===== src/rtl/rtc_defs.svh =====
// register offsets, field positions, reset values and counts for the rtc block
`ifndef RTC_DEFS_SVH
`define RTC_DEFS_SVH

`define RTC_ADDR_W          12
`define RTC_OFF_CSR         12'h000
`define RTC_OFF_FLAGS       12'h004
`define RTC_OFF_CR2         12'h008
`define RTC_OFF_CR1         12'h00C
`define RTC_OFF_SECONDS     12'h010
`define RTC_OFF_MINUTES     12'h014
`define RTC_OFF_HOURS       12'h018
`define RTC_OFF_WEEKDAY     12'h01C

`define RTC_CSR_RESET       8'h08
`define RTC_CSR_WMASK       8'h7F
`define RTC_CR1_RESET       8'h00
`define RTC_CR2_RESET       8'h00
`define RTC_CR1_RUN_BIT     7
`define RTC_CR1_RST_BIT     6
`define RTC_SRC_SUB_DIV4    4'h8
`define RTC_SRC_TAP_MAX     4'h7

`define RTC_FLG_OVF         7
`define RTC_FLG_WEEK        6
`define RTC_FLG_DAY         5
`define RTC_FLG_HOUR        4
`define RTC_FLG_MIN         3
`define RTC_FLG_SEC         2
`define RTC_FLG_HALF        1
`define RTC_FLG_QUARTER     0

`define RTC_SUB_HZ          32768
`define RTC_SUB_PRESCALE    4
`define RTC_QUARTERS_PER_S  4
`define RTC_QUARTER_TICKS   ((`RTC_SUB_HZ / `RTC_SUB_PRESCALE) / `RTC_QUARTERS_PER_S)
`define RTC_SECS_PER_MIN    60
`define RTC_MINS_PER_HOUR   60
`define RTC_HOURS_PER_DAY   24
`define RTC_DAYS_PER_WEEK   7
`define RTC_SYS_DIV_W       16

`endif


===== src/rtl/rtc_pkg.sv =====
// types shared by the rtc block
`default_nettype none
package rtc_pkg;
   typedef enum logic [2:0] {
      MODE_ACTIVE,
      MODE_SLEEP,
      MODE_SUBACTIVE,
      MODE_SUBSLEEP,
      MODE_WATCH,
      MODE_STANDBY
   } power_mode_t;

   typedef struct packed {
      logic [2:0] out_sel;
      logic [3:0] src_sel;
   } clock_select_t;

   typedef struct packed {
      logic [7:0] seconds;
      logic [7:0] minutes;
      logic [7:0] hours;
      logic [7:0] weekday;
   } calendar_t;
endpackage
`default_nettype wire


===== src/rtl/rtc_mod_counter.sv =====
// wrapping modulo counter with increment and synchronous clear
`default_nettype none
module rtc_mod_counter #(
   parameter int W   = 8,
   parameter int MOD = 60
) (
   // clock and reset
   input  wire logic         clk,
   input  wire logic         rst_n,
   // control
   input  wire logic         clr,
   input  wire logic         inc,
   // state
   output logic [W-1:0]      value,
   output logic              wrap
);
   localparam logic [W-1:0] LAST = W'(MOD - 1);
   logic [W-1:0] next_value;

   assign wrap = inc && (value == LAST);

   always_comb
   begin
      next_value = value;
      if (clr)
         next_value = '0;
      else if (wrap)
         next_value = '0;
      else if (inc)
         next_value = value + W'(1);
   end

   always_ff @(posedge clk or negedge rst_n)
   begin
      if (!rst_n)
         value <= '0;
      else
         value <= next_value;
   end
endmodule
`default_nettype wire


===== src/rtl/rtc_clock_select_irq.sv =====
// rtc clock source and output selection, calendar, free counter and flags
//
// Functional notes
// - non-subclock source: free 8-bit counter, calendar stops
// - free counter counts only while run set
// - seconds read returns free counter value on non-subclock source
// - overflow raises request when enable bit set
// - system clock divisions output only active/sleep
// - undivided subclock output in five modes
// - select register bit 7 reads zero
// - bits 6-4 choose clock output pin source
// - source code 1000 is subclock/4, reset value
// - flags sticky until software clears them
// - write 0 clears flag, 1 leaves it
// - flag positions overflow down to quarter-second
// - software reset bit clears all flags
// - week event when weekday returns to zero
// - half and quarter second periodic events
`include "rtc_defs.svh"
`default_nettype none
module rtc_clock_select_irq
   import rtc_pkg::*;
(
   // clock and reset
   input  wire logic                   pclk,
   input  wire logic                   presetn,
   // apb slave
   input  wire logic                   psel,
   input  wire logic                   penable,
   input  wire logic                   pwrite,
   input  wire logic [`RTC_ADDR_W-1:0] paddr,
   input  wire logic [31:0]            pwdata,
   output logic      [31:0]            prdata,
   output logic                        pready,
   output logic                        pslverr,
   // subclock and chip state
   input  wire logic                   subclk,
   input  wire power_mode_t            power_mode,
   input  wire logic                   port_clkout_en,
   // clock output pin
   output logic                        clock_output_pin,
   output logic                        clock_output_pin_oe,
   // interrupt
   output logic                        irq
);
   // register state
   clock_select_t csr;
   clock_select_t next_csr;
   logic [7:0]    flags;
   logic [7:0]    next_flags;
   logic [7:0]    cr1;
   logic [7:0]    next_cr1;
   logic [7:0]    cr2;
   logic [7:0]    next_cr2;
   logic [31:0]   next_prdata;

   // timing state
   logic                      sub_q;
   logic                      next_sub_q;
   logic [`RTC_SYS_DIV_W-1:0] sys_div;
   logic [`RTC_SYS_DIV_W-1:0] next_sys_div;
   logic [7:0]                free_cnt;
   logic [7:0]                next_free_cnt;
   logic                      next_clkout;

   calendar_t  cal;
   logic [1:0] pre_cnt;
   logic [1:0] quarter_idx;
   logic [$clog2(`RTC_QUARTER_TICKS)-1:0] quarter_cnt;
   logic       pre_wrap;
   logic       quarter_wrap;
   logic       sec_tick;
   logic       sec_wrap;
   logic       min_wrap;
   logic       hour_wrap;
   logic       day_wrap;

   logic       wr_en;
   logic       rd_setup;
   logic       addr_ok;
   logic       run;
   logic       sw_rst;
   logic       cal_mode;
   logic       sub_tick;
   logic       tap_tick;
   logic       cal_inc;
   logic       ovf;
   logic [7:0] events;
   logic [7:0] wbyte;

   assign wbyte    = pwdata[7:0];
   assign run      = cr1[`RTC_CR1_RUN_BIT];
   assign sw_rst   = cr1[`RTC_CR1_RST_BIT];
   assign cal_mode = (csr.src_sel == `RTC_SRC_SUB_DIV4);
   assign sub_tick = subclk && !sub_q;
   assign cal_inc  = run && cal_mode && pre_wrap;

   // apb decode
   always_comb
   begin
      case (paddr)
         `RTC_OFF_CSR, `RTC_OFF_FLAGS, `RTC_OFF_CR2, `RTC_OFF_CR1,
         `RTC_OFF_SECONDS, `RTC_OFF_MINUTES, `RTC_OFF_HOURS, `RTC_OFF_WEEKDAY:
            addr_ok = 1'b1;
         default:
            addr_ok = 1'b0;
      endcase
   end

   assign pready   = 1'b1;
   assign pslverr  = psel && penable && !addr_ok;
   assign wr_en    = psel && penable && pwrite && addr_ok;
   assign rd_setup = psel && !penable && !pwrite;

   // system clock taps for the free counter
   always_comb
   begin
      tap_tick = 1'b0;
      if (csr.src_sel <= `RTC_SRC_TAP_MAX)
         tap_tick = &(sys_div[7:0] | (8'hFE << csr.src_sel[2:0]));
   end

   // subclock divider and calendar chain
   rtc_mod_counter #(.W(2), .MOD(`RTC_SUB_PRESCALE)) u_pre (
      .clk   (pclk),
      .rst_n (presetn),
      .clr   (sw_rst),
      .inc   (sub_tick && cal_mode && run),
      .value (pre_cnt),
      .wrap  (pre_wrap)
   );

   rtc_mod_counter #(.W($clog2(`RTC_QUARTER_TICKS)), .MOD(`RTC_QUARTER_TICKS)) u_quarter (
      .clk   (pclk),
      .rst_n (presetn),
      .clr   (sw_rst),
      .inc   (cal_inc),
      .value (quarter_cnt),
      .wrap  (quarter_wrap)
   );

   rtc_mod_counter #(.W(2), .MOD(`RTC_QUARTERS_PER_S)) u_qidx (
      .clk   (pclk),
      .rst_n (presetn),
      .clr   (sw_rst),
      .inc   (quarter_wrap),
      .value (quarter_idx),
      .wrap  (sec_tick)
   );

   rtc_mod_counter #(.W(8), .MOD(`RTC_SECS_PER_MIN)) u_sec (
      .clk   (pclk),
      .rst_n (presetn),
      .clr   (sw_rst),
      .inc   (sec_tick),
      .value (cal.seconds),
      .wrap  (sec_wrap)
   );

   rtc_mod_counter #(.W(8), .MOD(`RTC_MINS_PER_HOUR)) u_min (
      .clk   (pclk),
      .rst_n (presetn),
      .clr   (sw_rst),
      .inc   (sec_wrap),
      .value (cal.minutes),
      .wrap  (min_wrap)
   );

   rtc_mod_counter #(.W(8), .MOD(`RTC_HOURS_PER_DAY)) u_hour (
      .clk   (pclk),
      .rst_n (presetn),
      .clr   (sw_rst),
      .inc   (min_wrap),
      .value (cal.hours),
      .wrap  (hour_wrap)
   );

   rtc_mod_counter #(.W(8), .MOD(`RTC_DAYS_PER_WEEK)) u_day (
      .clk   (pclk),
      .rst_n (presetn),
      .clr   (sw_rst),
      .inc   (hour_wrap),
      .value (cal.weekday),
      .wrap  (day_wrap)
   );

   // free counter
   always_comb
   begin
      next_free_cnt = free_cnt;
      ovf           = 1'b0;
      if (sw_rst)
         next_free_cnt = 8'h00;
      else if (!cal_mode && run && tap_tick)
      begin
         next_free_cnt = free_cnt + 8'h01;
         ovf           = (free_cnt == 8'hFF);
      end
   end

   // event vector
   always_comb
   begin
      events                     = 8'h00;
      events[`RTC_FLG_OVF]       = ovf;
      events[`RTC_FLG_WEEK]      = day_wrap;
      events[`RTC_FLG_DAY]       = hour_wrap;
      events[`RTC_FLG_HOUR]      = min_wrap;
      events[`RTC_FLG_MIN]       = sec_wrap;
      events[`RTC_FLG_SEC]       = sec_tick;
      events[`RTC_FLG_HALF]      = quarter_wrap && quarter_idx[0];
      events[`RTC_FLG_QUARTER]   = quarter_wrap;
   end

   // register next values
   always_comb
   begin
      next_csr   = csr;
      next_cr1   = cr1;
      next_cr2   = cr2;
      next_flags = flags;
      if (wr_en)
      begin
         case (paddr)
            `RTC_OFF_CSR:
               next_csr = clock_select_t'(7'(wbyte & `RTC_CSR_WMASK));
            `RTC_OFF_CR1:
               next_cr1 = wbyte;
            `RTC_OFF_CR2:
               next_cr2 = wbyte;
            `RTC_OFF_FLAGS:
               next_flags = flags & wbyte;
            default:
               next_cr1 = cr1;
         endcase
      end
      if (sw_rst)
         next_flags = 8'h00;
      else
         next_flags = next_flags | events;
   end

   // read data
   always_comb
   begin
      next_prdata = prdata;
      if (rd_setup)
      begin
         case (paddr)
            `RTC_OFF_CSR:
               next_prdata = {24'h000000, 1'b0, csr};
            `RTC_OFF_FLAGS:
               next_prdata = {24'h000000, flags};
            `RTC_OFF_CR1:
               next_prdata = {24'h000000, cr1};
            `RTC_OFF_CR2:
               next_prdata = {24'h000000, cr2};
            `RTC_OFF_SECONDS:
               next_prdata = {24'h000000, cal_mode ? cal.seconds : free_cnt};
            `RTC_OFF_MINUTES:
               next_prdata = {24'h000000, cal.minutes};
            `RTC_OFF_HOURS:
               next_prdata = {24'h000000, cal.hours};
            `RTC_OFF_WEEKDAY:
               next_prdata = {24'h000000, cal.weekday};
            default:
               next_prdata = 32'h00000000;
         endcase
      end
   end

   // clock output select
   always_comb
   begin
      next_sys_div = sys_div + `RTC_SYS_DIV_W'(1);
      next_sub_q   = subclk;
      next_clkout  = 1'b0;
      if (csr.out_sel[0])
      begin
         if (power_mode != MODE_STANDBY)
            next_clkout = subclk;
      end
      else if (power_mode == MODE_ACTIVE || power_mode == MODE_SLEEP)
      begin
         case (csr.out_sel[2:1])
            2'b00:
               next_clkout = sys_div[1];
            2'b01:
               next_clkout = sys_div[2];
            2'b10:
               next_clkout = sys_div[3];
            2'b11:
               next_clkout = sys_div[4];
            default:
               next_clkout = 1'b0;
         endcase
      end
   end

   assign clock_output_pin_oe = port_clkout_en;
   assign irq = |(flags & cr2);

   always_ff @(posedge pclk or negedge presetn)
   begin
      if (!presetn)
      begin
         csr              <= clock_select_t'(7'(`RTC_CSR_RESET));
         cr1              <= `RTC_CR1_RESET;
         cr2              <= `RTC_CR2_RESET;
         flags            <= 8'h00;
         prdata           <= 32'h00000000;
         sys_div          <= '0;
         sub_q            <= 1'b0;
         free_cnt         <= 8'h00;
         clock_output_pin <= 1'b0;
      end
      else
      begin
         csr              <= next_csr;
         cr1              <= next_cr1;
         cr2              <= next_cr2;
         flags            <= next_flags;
         prdata           <= next_prdata;
         sys_div          <= next_sys_div;
         sub_q            <= next_sub_q;
         free_cnt         <= next_free_cnt;
         clock_output_pin <= next_clkout;
      end
   end
endmodule
`default_nettype wire


===== config.mk =====
export PLATFORM = sky130hd
export DESIGN_NAME = rtc_clock_select_irq
export DESIGN_NICKNAME = d
export VERILOG_FILES = /design/src/rtl/rtc_pkg.sv /design/src/rtl/rtc_mod_counter.sv /design/src/rtl/rtc_clock_select_irq.sv
export VERILOG_INCLUDE_DIRS = /design/src /design/src/rtl
export SDC_FILE = /design/constraint.sdc
export NUM_CORES = 1
export LEC_CHECK = 0
export BUFFER_PORTS_ARGS = -buffer_cell sky130_fd_sc_hd__buf_2
export CAP_MARGIN = 0
export CORE_UTILIZATION = 35
export DETAILED_ROUTE_END_ITERATION = 10
export PLACE_DENSITY = 0.52
export SLEW_MARGIN = 25
export SYNTH_ARGS = -nofsm -noshare
export SYNTH_HDL_FRONTEND = slang
export SYNTH_SLANG_ARGS = --single-unit

===== constraint.sdc =====
create_clock -name pclk -period 3.31 [get_ports pclk]
set_input_delay 0.331 -clock pclk [delete_from_list [all_inputs] [get_ports pclk]]
set_output_delay 0.331 -clock pclk [all_outputs]
set_load 0.05 [all_outputs]

==> flow_metrics.env, run 1 <==
export IMPL_dieArea_um2=17600
export IMPL_cts_htree_levels=3
export IMPL_layout_drive_gt1_share=0.157
export IMPL_pin_count=91
export IMPL_maxSlewHeadroom=0.473
export IMPL_p_clk_frac=0.439
export IMPL_finalSetupTns_ns=0
export IMPL_drc=0
export IMPL_yosysSeqAreaShare=0.436
export IMPL_endpoint_kind="register"
export IMPL_final_util=0.397
export IMPL_hold_path_class="input pin to register"
export IMPL_report_final_setup_viol=0
export IMPL_synthArstFlopShare=1.00
export IMPL_syn2layout_area_growth_pct=10.9
export IMPL_holdPathEnd="sub_q"
export IMPL_ant_nets=0
export IMPL_worst_r2r_setup_slack_ns=0.64
export IMPL_floorplan_die_width_um=133
export IMPL_cts_sinks=104
export IMPL_clockBufferDepth=2
export IMPL_core_area_um2=16600
export IMPL_rows=47
export IMPL_ys_ff_latch=104
export IMPL_yosys_warnings=0
export IMPL_first_pass_iters=4
export IMPL_avgRoutedWirePerCell_um=17.2
export IMPL_fin_cells=890
export IMPL_vias=4826
export IMPL_cellLeakagePower_nw=2.93
export IMPL_crit_type="register to register"
export IMPL_synthFlopType="dfrtp_1"
export IMPL_reg2reg_depth=7
export IMPL_grt_max_degree=42
export IMPL_vdd_ir_drop_worst_mv=0.247
export IMPL_p_switching_uw=604
export IMPL_worstHoldStart="subclk"
export IMPL_worst_slew_pin_slew_ns=0.788
export IMPL_root_buffer="clkbuf_16"
export IMPL_period_minus_slack_ns=2.67
export IMPL_rr_endpoint="u_hour.value[6]"
export IMPL_drv_cap=0
export IMPL_dpl_hpwl_um=11300
export IMPL_netlist_instances=632
export IMPL_synth_area_per_cell_um2=9.44
export IMPL_ys_types=70
export IMPL_cts_tree="done"
export IMPL_gp_congestion=0.845
export IMPL_status="completed"
export IMPL_antenna_found_initial=0
export IMPL_cts_resized=0
export IMPL_finalWirelength_um=15300
export IMPL_synth_top_area_frac=0.432
export IMPL_io_buffers=39
export IMPL_nNetsFinal=729
export IMPL_fp_dieH_um=133
export IMPL_seq_power_share=0.503
export IMPL_antenna_cells=0
export IMPL_pwr_density_cell_nw_per_um2=382
export IMPL_sw_frac_of_total=0.239
export IMPL_share_comb_of_total_power=0.058
export IMPL_initial_core_util=0.359
export IMPL_maxClockFrequency_mhz=374
export IMPL_insertion_delay_ns=0.36
export IMPL_synth_largest_area_cell="dfrtp_1"
export IMPL_dp_cells=873
export IMPL_clock_skew_ns=0.0126
export IMPL_grt_ovfl_total=0
export IMPL_crit_required_ns=3.58
export IMPL_hold_violations=0
export IMPL_synth_area_leaders="dfrtp_1 43%, mux2_2 4.7%, nor2_1 3.8%"
export IMPL_internal_power_mw=1.92
export IMPL_rsz0062_at_grt="false"
export IMPL_grt_first_pass_wirelength_um=25200
export IMPL_worstPathMaxFanout=7
export IMPL_hold_path_depth=1
export IMPL_synth_edf_count=0
export IMPL_grt_usage=0.185
export IMPL_grt_pass1_vias=4625
export IMPL_min_period_over_period=0.807
export IMPL_vias_per_cell=5.42
export IMPL_syn_cell_area_um2=5970
export IMPL_cts_buffers_inserted=9
export IMPL_worstReg2RegStart="u_min.value[0]"
export IMPL_slew_viol_final=0
export IMPL_cp_start_kind="register"
export IMPL_worstPathArrival_ns=2.94
export IMPL_initialDrtViolationCount=372
export IMPL_path_clk_slew_ns=0.07
export IMPL_nFillCells=1682
## per-layer routing
layer | GRT usage | wire length [um] | vias up
li1 | - | - | 2326
met1 | 0.258 | 7390 | 2383
met2 | 0.289 | 7110 | 101
met3 | 0.0372 | 613 | 16
met4 | 0.0530 | 232 | 0
met5 | 0 | 0 | -
## critical path: stages (launching register included)
cell and delay [ns]:
dfrtp_1 0.42, ha_1 0.23, or2b_1 0.26, or4_4 0.46, nor4_4 0.43, nand4_1 0.21
or4_1 0.43, a21oi_1 0.14
## cell usage after synthesis, types with 7 or more instances
library cell,count
nand2_1,49
clkbuf_1,20
buf_4,26
xor2_1,12
nand3b_1,7
mux2_2,25
or3_1,15
nand3_1,41
o21ai_0,40
mux2i_1,19
nand4_1,10
a21oi_1,43
ha_1,10
a22oi_1,9
xnor2_1,7
dfrtp_1,103
nor2_1,60
and3_1,18
nor3_1,14
## timing repair
item                      in CTS  in global routing
setup buffers                  0                  0
hold buffers                   1                  0
hold endpoints to repair      38                  0
## worst max-delay path by stage
stage              startpoint         endpoint
4_1_cts        u_min.value[0]  u_hour.value[6]
5_1_grt        u_min.value[0]   u_day.value[4]
3_5_place_dp   u_min.value[0]  u_hour.value[6]
6_report       u_min.value[0]  u_hour.value[6]
3_3_place_gp         paddr[5]           cr2[5]
2_1_floorplan  u_min.value[0]  u_hour.value[3]
## power groups by stage
stage / combinational (mW) / clock, mW / sequential (mW)
floorplan: 0.114 / 0 / 1.30
global placement: 0.144 / 0 / 1.30
detailed placement: 0.146 / 0 / 1.30
CTS: 0.147 / 1.14 / 1.27
global route: 0.159 / 1.19 / 1.27
finish: 0.146 / 1.11 / 1.27
## cell usage in the layout, fill, tap and decap left out, types with 9 or more instances in the layout
cell,netlist,final
conb_1,2,25
buf_2,1,38
and3_1,18,18
nand3_1,41,41
or3_1,15,15
nand4_1,10,10
clkbuf_16,0,9
ha_1,10,10
dfrtp_1,103,102
mux2_2,25,25
nor3_1,14,14
nand2_1,49,49
nor2_1,60,60
buf_4,26,9
a21oi_1,43,43
xor2_1,12,12
mux2i_1,19,19
a22oi_1,9,9
o21ai_0,40,40
## stage by stage
step	setup slack [ns]	power, mW	hold WS (ns)	instance area [um^2]
after CTS	0.640	2.56	0.105	6620
after floorplan	0.900	1.41	0.0354	6050
after global placement	0.694	1.44	0.339	6300
after global routing	0.400	2.62	0.109	6620
final	0.639	2.53	0.117	6620
after detailed placement	0.647	1.44	0.354	6300
## final cells by class
type | instances | area [um^2] | share of cell area
Sequential cell | 104 | 2610 | 0.394
Inverter | 3 | 11.3 | 0.00170
Clock inverter | 4 | 52.6 | 0.00794
Timing Repair Buffer | 48 | 268 | 0.0405
Tap cell | 220 | 275 | 0.0416
Clock buffer | 12 | 256 | 0.0388
Multi-Input combinational cell | 499 | 3150 | 0.476
## flip-flops by register name, summed over array words and instances, names as in the netlist
register	cells
clock_output_pin	1
cr1	8
cr2	8
csr	7
flags	8
free_cnt	8
prdata	8
sub_q	1
sys_div	8
u_day.value	8
u_hour.value	8
u_min.value	8
u_pre.value	2
u_qidx.value	2
u_quarter.value	11
u_sec.value	8
## cells by family (layout without fill, tap and decap cells)
group,Yosys count,count (layout),share of synthesized area
other,2,25,0.00126
adder cells (fa/ha/maj),10,10,0.0210
buffers and inverters,52,67,0.0507
AO/OA/AOI/OAI,127,127,0.125
XOR/XNOR,19,19,0.0279
flip-flops,104,104,0.436
multiplexers,45,45,0.0828
AND/OR/NAND/NOR,273,273,0.255
Note: power is estimated with default switching activity, not from simulation.
==> run 2, diff against run 1 <==
Settings changed: ABC_AREA from default to 1, PLACE_DENSITY 0.52 to 0.53.
Clock period 3.31 ns to 2.4 ns, I/O delays scaled along.
==> flow_metrics.env, run 2 <==
export IMPL_hold_violations=0
export IMPL_cts_sinks=104
export IMPL_reg2reg_depth=10
export IMPL_finalSetupTns_ns=0
export IMPL_synth_area_per_cell_um2=7.57
export IMPL_crit_type="register to register"
export IMPL_nFillCells=1770
export IMPL_path_clk_slew_ns=0.07
export IMPL_floorplan_die_width_um=134
export IMPL_dieArea_um2=18100
export IMPL_netlist_instances=811
export IMPL_drv_cap=0
export IMPL_endpoint="u_sec.value[5]"
export IMPL_vias_per_cell=4.77
export IMPL_ys_top_cells_by_count="237 x nand2_1, 103 x dfrtp_1, 74 x inv_1, 71 x nor2_1, 61 x nand3_1"
export IMPL_cp_start_kind="register"
export IMPL_regArea_um2=2600
export IMPL_gp_congestion=0.829
export IMPL_total_power_mw=3.45
export IMPL_largest_reg_flops=11
export IMPL_grt_first_pass_wirelength_um=25000
export IMPL_synth_edf_count=0
export IMPL_finalWirelength_um=14900
export IMPL_setup_ws_ns=0.324
export IMPL_share_comb_of_total_power=0.056
export IMPL_pre_cts_ws_ns=0.351
export IMPL_sw_frac_of_total=0.240
export IMPL_multi_input_area_um2=3060
export IMPL_p_switching_uw=828
export IMPL_initialDrtViolationCount=287
export IMPL_ant_nets=0
export IMPL_cts_resized=0
export IMPL_fp_dieH_um=134
export IMPL_grt_usage=0.178
export IMPL_cts_htree_levels=3
export IMPL_layout_drive_gt1_share=0.114
export IMPL_worstPathMaxFanout=11
export IMPL_post_synth_top_count_cell="nand2_1"
export IMPL_io_buffers=39
export IMPL_worstPathArrival_ns=2.37
export IMPL_postCtsSetupBuffers=0
export IMPL_synth_largest_area_cell="dfrtp_1"
export IMPL_syn2layout_area_growth_pct=11.3
export IMPL_vdd_ir_drop_worst_mv=0.301
export IMPL_rsz0062_at_grt="false"
export IMPL_dp_cells=1067
export IMPL_layout_common_cells="237 x nand2_1, 103 x dfrtp_1, 74 x inv_1"
export IMPL_cellLeakagePower_nw=3.52
export IMPL_vias=5173
export IMPL_fin_cells=1084
export IMPL_report_final_setup_viol=0
export IMPL_ctsHoldBuffers=1
export IMPL_antenna_found_initial=0
export IMPL_hold_path_class="input pin to register"
export IMPL_violations="DRC"
export IMPL_yosysSeqAreaShare=0.424
export IMPL_endpoint_kind="register"
export IMPL_syn_cell_area_um2=6140
export IMPL_initial_core_util=0.356
export IMPL_grt_max_degree=68
export IMPL_rows=48
export IMPL_largest_register="u_quarter.value"
export IMPL_antenna_cells=0
export IMPL_cts_buffers_inserted=9
export IMPL_core_area_um2=17200
export IMPL_dpl_hpwl_um=11100
export IMPL_synthFlopType="dfrtp_1"
export IMPL_worstReg2RegStart="u_quarter.value[0]"
export IMPL_status="complete, but fails checks"
export IMPL_worst_r2r_setup_slack_ns=0.32
export IMPL_p_clk_frac=0.437
export IMPL_maxClockFrequency_mhz=482
export IMPL_pwr_density_cell_nw_per_um2=505
export IMPL_synthArstFlopShare=1.00
export IMPL_cts_tree="done"
export IMPL_period_minus_slack_ns=2.08
export IMPL_setup_worst_path_start="u_quarter.value[0]"
export IMPL_synth_area_leaders="dfrtp_1 42%, nand2_1 14%, nand3_1 5.0%"
export IMPL_internal_power_mw=2.62
export IMPL_clock_skew_ns=0.00898
export IMPL_yosys_warnings=0
export IMPL_ys_ff_latch=104
export IMPL_root_buffer="clkbuf_16"
export IMPL_ys_types=46
export IMPL_clockBufferDepth=2
export IMPL_min_period_over_period=0.865
export IMPL_grt_pass1_vias=4800
export IMPL_first_pass_iters=7
export IMPL_drc=1
export IMPL_pin_count=91
export IMPL_grt_ovfl_total=0
export IMPL_synth_top_area_frac=0.420
export IMPL_nNetsFinal=918
export IMPL_avgRoutedWirePerCell_um=13.8
export IMPL_insertion_delay_ns=0.35
export IMPL_final_common_cell="nand2_1"
export IMPL_crit_required_ns=2.70
export IMPL_slew_viol_final=0
export IMPL_seq_power_share=0.508
export IMPL_rr_endpoint="u_sec.value[5]"
[run 2: worst max-delay path, stage by stage, from the launching register on]
cell     delay [ns]
dfrtp_1        0.39
ha_1           0.21
nand2_1        0.11
nor2_1         0.16
nand3_2        0.15
nor2_8         0.19
nand2_1        0.13
nand2_1        0.32
inv_1          0.13
nor2_1         0.11
o21a_1         0.11
[run 2: per-stage QoR]
stage               hold slack, ns  cell area (um^2)   util
floorplan                  -0.0556              6230      -
global placement             0.123              6530  0.379
detailed placement           0.123              6530  0.379
CTS                         0.0185              6830  0.396
global route                0.0238              6830  0.396
finish                      0.0258              6830  0.396
[run 2: worst min-delay path by stage]
stage | from | to | slack, ns | cells after the start
final | subclk | sub_q | 0.03 | 1
after global routing | subclk | sub_q | 0.02 | 1
after CTS | subclk | sub_q | 0.02 | 1
after detailed placement | presetn | u_day.value[4] | 0.12 | 1
after global placement | presetn | u_day.value[4] | 0.12 | 1
after floorplan | presetn | clock_output_pin | -0.06 | 0
[run 2: layout make-up]
class | instances | share of cell area
well taps | 225 | 0.0412
multi-input cells | 608 | 0.447
clock inverters | 3 | 0.00641
flip-flops and latches | 104 | 0.381
clock buffers | 13 | 0.0366
inverters | 82 | 0.0454
repair buffers | 49 | 0.0421
[run 2: logic make-up after synthesis]
kind of cell | share of synthesized area
muxes | 0.00163
adders and majority gates | 0.0204
DFF | 0.424
xor gates and xnor gates | 0.0456
buffers and inverters | 0.0923
and+or+nand+nor | 0.330
other | 0.00122
AOI/OAI and AO/OA | 0.0848
[run 2: layer usage]
layer,vias up,track usage,share of wire
met5,-,0,0
met4,0,0.0743,0.022
met3,18,0.0221,0.027
li1,2668,-,-
met2,89,0.272,0.45
met1,2398,0.255,0.50
[run 2: power by group through the flow]
stage | Clock (mW) | Combinational (mW) | Sequential [mW]
floorplan | 0 | 0.150 | 1.79
global placement | 0 | 0.195 | 1.79
detailed placement | 0 | 0.195 | 1.79
CTS | 1.55 | 0.196 | 1.75
global route | 1.62 | 0.212 | 1.75
finish | 1.51 | 0.192 | 1.75
